### src/design/dagc_map.vh
/*
 * register map, field positions, reset values and frame layout of the gain control bank.
 * assumes a 16-bit serial frame: direction, reserved, address nibble, then data byte.
 */
`ifndef DAGC_MAP_VH
`define DAGC_MAP_VH

`define DAGC_ADDR_POWER      4'h2
`define DAGC_ADDR_GAIN_A     4'h3
`define DAGC_ADDR_GAIN_B     4'h4
`define DAGC_ADDR_ROUTE      4'h5

`define DAGC_RST_POWER       8'h00
`define DAGC_RST_GAIN        8'h50
`define DAGC_RST_ROUTE       8'h03
`define DAGC_RST_CODE        7'h50

`define DAGC_POW_A_FIRST     5
`define DAGC_POW_B_FIRST     4
`define DAGC_POW_A_SECOND    3
`define DAGC_POW_B_SECOND    2
`define DAGC_ROUTE_GANG      2
`define DAGC_ROUTE_LOAD_A    1
`define DAGC_ROUTE_LOAD_B    0

`define DAGC_GAIN_MAX        7'h50
`define DAGC_FRAME_BITS      5'h10
`define DAGC_DIR_POS         15
`define DAGC_ADDR_MSB        3
`define DAGC_DATA_MSB        7
`define DAGC_ADDR_LAST_BIT   5'h07
`define DAGC_DATA_FIRST      5'h08
`define DAGC_DATA_LAST       5'h0f

`endif

### src/design/dagc_regs.v
/*
 * serial-programmed control register bank of a dual programmable-gain amplifier.
 * assumes serial clock, select and data arrive from outside core_clk's domain and that
 * core_clk runs well above four times the serial clock rate.
 */
`timescale 1ns/1ps
`include "dagc_map.vh"

module dagc_regs (
    input  wire       core_clk,
    input  wire       sys_rst,
    input  wire       clk_en,
    input  wire       ser_clk,
    input  wire       ser_sel_n,
    input  wire       ser_din,
    output reg        ser_dout,
    output reg        ser_dout_oe_n,
    output reg  [6:0] chan_a_gain,
    output reg  [6:0] chan_b_gain,
    output reg        chan_a_off_first,
    output reg        chan_a_off_second,
    output reg        chan_b_off_first,
    output reg        chan_b_off_second,
    output reg        gain_code_error
);

    // =====================================================================
    // input synchronisers
    reg [2:0]  sclk_sync_reg;
    reg [2:0]  sel_sync_reg;
    reg [1:0]  din_sync_reg;

    always @(posedge core_clk) begin
        if (sys_rst) begin
            sclk_sync_reg <= 3'h0;
            sel_sync_reg  <= 3'h7;
            din_sync_reg  <= 2'h0;
        end else if (clk_en) begin
            sclk_sync_reg <= {sclk_sync_reg[1:0], ser_clk};
            sel_sync_reg  <= {sel_sync_reg[1:0], ser_sel_n};
            din_sync_reg  <= {din_sync_reg[0], ser_din};
        end
    end

    // only stages 1 and 2 feed logic; stage 0 is read by stage 1 alone
    wire sclk_rise = sclk_sync_reg[1] & ~sclk_sync_reg[2];
    wire sclk_fall = ~sclk_sync_reg[1] & sclk_sync_reg[2];
    wire selected  = ~sel_sync_reg[1];
    wire sel_fall  = ~sel_sync_reg[1] & sel_sync_reg[2];
    wire sel_rise  = sel_sync_reg[1] & ~sel_sync_reg[2];

    // =====================================================================
    // registers
    reg [7:0]  power_reg;
    reg [7:0]  gain_first_reg;
    reg [7:0]  gain_second_reg;
    reg [7:0]  route_reg;
    reg [15:0] shift_reg;
    reg [4:0]  bit_cnt_reg;
    reg [7:0]  out_shift_reg;

    wire [3:0] frame_addr = shift_reg[`DAGC_ADDR_MSB + 8:8];
    wire       frame_read = shift_reg[`DAGC_DIR_POS];
    wire [3:0] live_addr  = {shift_reg[2:0], din_sync_reg[1]};

    reg [7:0] rd_data;
    always @* begin
        case (live_addr)  // nibble completes with the bit arriving on the eighth edge
            `DAGC_ADDR_POWER:  rd_data = power_reg;
            `DAGC_ADDR_GAIN_A: rd_data = gain_first_reg;
            `DAGC_ADDR_GAIN_B: rd_data = gain_second_reg;
            `DAGC_ADDR_ROUTE:  rd_data = route_reg;
            default:           rd_data = 8'h00;
        endcase
    end

    // =====================================================================
    // serial frame engine
    // select falling wins over a coincident clock edge so a new frame starts clean
    wire take_bit  = selected & sclk_rise & ~sel_fall;
    wire give_bit  = selected & sclk_fall & ~sel_fall;
    wire data_span = (bit_cnt_reg >= `DAGC_DATA_FIRST) && (bit_cnt_reg <= `DAGC_DATA_LAST);
    // a full frame means sixteen rising edges seen; fewer aborts the access
    wire commit    = sel_rise && (bit_cnt_reg == `DAGC_FRAME_BITS) && !frame_read;

    // counter saturates: extra clocks keep shifting and the last sixteen bits count
    always @(posedge core_clk) begin
        if (sys_rst) begin
            bit_cnt_reg <= 5'h00;
        end else if (clk_en) begin
            if (sel_fall)
                bit_cnt_reg <= 5'h00;
            else if (take_bit && bit_cnt_reg != `DAGC_FRAME_BITS)
                bit_cnt_reg <= bit_cnt_reg + 5'h01;
        end
    end

    // bits enter at the bottom, so the first one ends up as bit 15
    always @(posedge core_clk) begin
        if (sys_rst) begin
            shift_reg <= 16'h0000;
        end else if (clk_en) begin
            if (take_bit)
                shift_reg <= {shift_reg[14:0], din_sync_reg[1]};
        end
    end

    // readout byte is latched on the eighth rising edge, then leaves msb first
    always @(posedge core_clk) begin
        if (sys_rst) begin
            out_shift_reg <= 8'h00;
            ser_dout      <= 1'b0;
            ser_dout_oe_n <= 1'b1;
        end else if (clk_en) begin
            ser_dout_oe_n <= ~selected;
            if (sel_fall) begin
                ser_dout <= 1'b0;
            end else if (take_bit && bit_cnt_reg == `DAGC_ADDR_LAST_BIT) begin
                out_shift_reg <= rd_data;
            end else if (give_bit && data_span) begin
                ser_dout      <= out_shift_reg[7];
                out_shift_reg <= {out_shift_reg[6:0], 1'b0};
            end
        end
    end

    // =====================================================================
    // register bank
    // the bank changes only on release of select, so the analog side never
    // sees a half-shifted byte; unmapped addresses fall to the default arm
    always @(posedge core_clk) begin
        if (sys_rst) begin
            power_reg       <= `DAGC_RST_POWER;
            gain_first_reg  <= `DAGC_RST_GAIN;
            gain_second_reg <= `DAGC_RST_GAIN;
            route_reg       <= `DAGC_RST_ROUTE;
        end else if (clk_en && commit) begin
            // reserved frame bits are not decoded at all
            case (frame_addr)
                `DAGC_ADDR_POWER:  power_reg       <= shift_reg[7:0];
                `DAGC_ADDR_GAIN_A: gain_first_reg  <= shift_reg[7:0];
                `DAGC_ADDR_GAIN_B: gain_second_reg <= shift_reg[7:0];
                `DAGC_ADDR_ROUTE:  route_reg       <= shift_reg[7:0];
                default:           power_reg       <= power_reg;
            endcase
        end
    end

    // =====================================================================
    // gain routing and power outputs
    wire        gang        = route_reg[`DAGC_ROUTE_GANG];
    wire        load_a      = route_reg[`DAGC_ROUTE_LOAD_A];
    wire        load_b      = route_reg[`DAGC_ROUTE_LOAD_B];
    wire [6:0]  src_b       = gang ? gain_first_reg[6:0] : gain_second_reg[6:0];
    wire [13:0] src_pair    = {src_b, gain_first_reg[6:0]};
    wire [15:0] stored_pair = {gain_second_reg, gain_first_reg};
    wire [13:0] clamp_pair;
    wire [1:0]  code_bad;

    // codes above 80 would ask for less than 6 dB; clamp to the floor
    genvar ch;
    generate
        for (ch = 0; ch < 2; ch = ch + 1) begin : g_chan
            assign clamp_pair[ch*7 +: 7] = (src_pair[ch*7 +: 7] > `DAGC_GAIN_MAX) ?
                                           `DAGC_GAIN_MAX : src_pair[ch*7 +: 7];
            // the stored byte stays readable even when it is out of range
            assign code_bad[ch] = (stored_pair[ch*8 +: 8] > {1'b0, `DAGC_GAIN_MAX});
        end
    endgenerate

    // load bits are levels: while one is set its channel tracks the register
    reg [6:0] chan_a_gain_next;
    reg [6:0] chan_b_gain_next;
    always @* begin
        chan_a_gain_next = chan_a_gain;
        chan_b_gain_next = chan_b_gain;
        if (load_a)
            chan_a_gain_next = clamp_pair[6:0];
        if (load_b)
            chan_b_gain_next = clamp_pair[13:7];
    end

    always @(posedge core_clk) begin
        if (sys_rst) begin
            chan_a_gain       <= `DAGC_RST_CODE;
            chan_b_gain       <= `DAGC_RST_CODE;
            chan_a_off_first  <= 1'b0;
            chan_a_off_second <= 1'b0;
            chan_b_off_first  <= 1'b0;
            chan_b_off_second <= 1'b0;
            gain_code_error   <= 1'b0;
        end else if (clk_en) begin
            chan_a_gain       <= chan_a_gain_next;
            chan_b_gain       <= chan_b_gain_next;
            chan_a_off_first  <= power_reg[`DAGC_POW_A_FIRST];
            chan_a_off_second <= power_reg[`DAGC_POW_A_SECOND];
            chan_b_off_first  <= power_reg[`DAGC_POW_B_FIRST];
            chan_b_off_second <= power_reg[`DAGC_POW_B_SECOND];
            gain_code_error   <= |code_bad;
        end
    end

endmodule

### config.mk
export PLATFORM = sky130hd
export DESIGN_NAME = dagc_regs
export DESIGN_NICKNAME = d
export VERILOG_FILES = /design/src/design/dagc_regs.v
export VERILOG_INCLUDE_DIRS = /design/src /design/src/design
export SDC_FILE = /design/constraint.sdc
export NUM_CORES = 1
export LEC_CHECK = 0
export BUFFER_PORTS_ARGS = -buffer_cell sky130_fd_sc_hd__buf_2
export CAP_MARGIN = 20
export CORE_MARGIN = 2
export CORE_UTILIZATION = 64
export CTS_BUF_LIST = sky130_fd_sc_hd__clkbuf_4 sky130_fd_sc_hd__clkbuf_8 sky130_fd_sc_hd__clkbuf_16
export CTS_CLUSTER_SIZE = 14
export DETAILED_ROUTE_END_ITERATION = 10
export HOLD_SLACK_MARGIN = 0.1
export PLACE_DENSITY = 0.84
export SLEW_MARGIN = 20
export SYNTH_ARGS = -nofsm -noshare
export SYNTH_HDL_FRONTEND = slang
export SYNTH_SLANG_ARGS = --single-unit
### constraint.sdc
create_clock -name core_clk -period 4 [get_ports core_clk]
set_input_delay 0.2 -clock core_clk [delete_from_list [all_inputs] [get_ports core_clk]]
set_output_delay 0.2 -clock core_clk [all_outputs]
set_load 0.01 [all_outputs]
==> impl_metrics.ini <==
[outcome]
outcome = finished clean

[worst_hold_path]
holdPathEnd = chan_b_gain[4]
hold_class = in2reg
hold_depth = 3
holdCritStartpoint = clk_en

[setup_path]
cp.required_ps = 4210
crit_family = simple AND/OR/NAND/NOR gates
critPathCaptureType = flop
arrival_ps = 2500
crit_buf_inv = 0
crit_path_max_fanout = 12
critPathKind = reg2reg
path_cells = nor3b_2, nand4_1, a21boi_1, nand2b_1, a21oi_1
cp_slowest_cell = a21boi_1
rrSetupSlack_ps = 1710
critPathLaunchType = flop
slowest_delay_ps = 770
r2r_end = out_shift_reg[0]
rr_worst_depth = 5
crit_start = sel_sync_reg[2]
r2r-start = sel_sync_reg[2]

[synthesis]
yosys_warnings = 0
async_flop_share = 0
syn_nets = 441
synth_edf_count = 0
synth_top_area_frac = 0.4654
synth_cell_type_count = 45
netlist_instances = 433
syn_area_sq_um = 3829
ys_ff_latch = 89
avgSynthCellArea_sq_um = 8.842
synth_top_cell_by_area = dfxtp_1
synth_ff_type = dfxtp_1
ys_seq_area_frac = 0.4654
synthTopCellsByArea = dfxtp_1 47%, mux2i_1 15%, nand2_1 6.8%

[clock_tree]
htree_levels = 3
clkLatencyLatePin_ps = 350
hold_buffers = 3
ctsRootBufferMaster = clkbuf_8
cts_sinks = 89
cts_tree = yes
post-cts-setup-buffers = 0
cts.path.max_buffers = 2
cts_made_buffers = 9
ctsResizeCount = 0
clk_pin_slew_worst_paths_ps = 80

[sta]
post-route-min-period_ps = 2291
hold_viol_final = 0
slew_headroom = 0.4504
fmax_ghz = 0.4365
clock_skew_ps = 7.983
setup_violations = 0
rsz0062_at_grt = false
slew_violations = 0
setup_tns_ps = 0
tightest_slew_ps = 822.6
finalCritPeriodShare = 0.5728
timing.final.ws_setup_ps = 1709

[die]
std_cell_rows = 28
ioPinCount = 27
die_w_um = 81.35
core_sq_um = 5851
start_util = 0.6544
die_h_um = 81.35
fp.dieArea_sq_um = 6617

[power]
power.density_nw_per_um2 = 360.6
irDropWorstVdd_mv = 0.2972
p_leak_nw = 1.571

[placed_design]
place_worst_setup_slack_ps = 1516
portBuffers = 26
place_congestion = 0.8871
dpl_cell_area_sq_um = 3955
post-dp-hpwl_um = 5964

[cells_and_area]
largest_reg_flops = 16
fin_area_sq_um = 4161
multi_input_area_sq_um = 1919
nets = 457
mostFrequentLayoutCells = 89 x dfxtp_1, 69 x nand2_1, 59 x mux2i_1
area_delta_synth_final_pct = 8.693
layout_commonest_cell = dfxtp_1
fillerInstances = 453
drive_above_1_share = 0.1079
diodes = 0
register_area_sq_um = 1782

[grt]
grt_max_degree = 73
grt_antenna_before_repair = 0
grtUsageTotal = 0.2740
grt_pass1_vias = 2919
grt_pass1_wl_um = 13720
grt_overflow = 0

[route]
wl_per_cell_um = 16.17
drcViolationCount = 0
ant_nets = 0
wl_um = 8556
first_iter_violations = 259
drtPass1Iterations = 4
via_per_inst = 5.934
vias = 3139

[run]
max_cap_viol_count = 0
-- power by group --
group          switching, mW  internal [mW]
sequential           0.00701          0.891
clock                  0.299          0.247
combinational         0.0373         0.0189
-- cell type report --
| type | instances | share of cell area |
|---|---|---|
| clock inverter | 5 | 0.007517 |
| inverter | 6 | 0.005412 |
| sequential | 89 | 0.4281 |
| clock buffer | 11 | 0.03488 |
| tap | 75 | 0.02255 |
| multi-input combinational | 313 | 0.4612 |
| timing repair buffer | 30 | 0.04029 |
-- worst register-to-register path, cell delays in order (launching register included) --
cell and delay (ps):
dfxtp_1 420, nor3b_2 340, nand4_1 360, a21boi_1 770
nand2b_1 210, a21oi_1 60
-- how the worst max path moves through the flow --
stage | end | slack, ps | depth (start not counted)
detailed placement | gain_second_reg[4] | 1520 | 6
floorplan | gain_first_reg[4] | 1990 | 6
finish | out_shift_reg[0] | 1710 | 5
global placement | gain_second_reg[4] | 1600 | 6
global route | out_shift_reg[6] | 1540 | 5
CTS | route_reg[0] | 1760 | 6
-- through the flow --
stage	power, mW	instances	hold slack, ps	util
finish	1.501	529	363.5	0.7113
global route	1.547	529	382.1	0.7113
CTS	1.508	529	337.2	0.7113
detailed placement	0.9719	510	436.7	0.6760
global placement	0.9700	510	414.8	0.6760
floorplan	0.9584	433	320.5	-
-- layer usage --
layer / GRT usage / up-vias / share of wire
met3: 0.04444 / 16 / 0.069
met5: 0 / - / 0
li1: - / 1549 / -
met1: 0.3666 / 1473 / 0.44
met4: 0.1254 / 0 / 0.017
met2: 0.4336 / 101 / 0.47
-- cell families (layout without fill, tap and decap cells) --
logic type,Yosys count,count (layout),synth area share
xor gates and xnor gates,2,2,0.004576
muxes,60,60,0.1572
AOI/OAI and AO/OA,82,82,0.1291
and+or+nand+nor,167,167,0.2039
adders and majority gates,2,2,0.006535
DFF,89,89,0.4654
buffers and inverters,31,52,0.03333
-- synthesized netlist by cell type, types with 2 or more instances --
cell type,number
a211oi_1,3
a21oi_1,34
a22oi_1,7
a311oi_1,3
a31oi_1,4
and2_1,2
buf_1,3
buf_2,3
clkbuf_1,18
dfxtp_1,89
ha_1,2
inv_1,6
mux2i_1,59
nand2_1,69
nand2b_1,6
nand3_1,11
nand4_1,2
nor2_1,50
nor2b_1,3
nor3_1,10
nor4_4,2
o211ai_1,2
o21ai_0,10
o21ai_1,5
o22ai_1,7
o41a_1,2
or4_1,2
xnor2_1,2
Note: power is estimated with default switching activity, not from simulation.
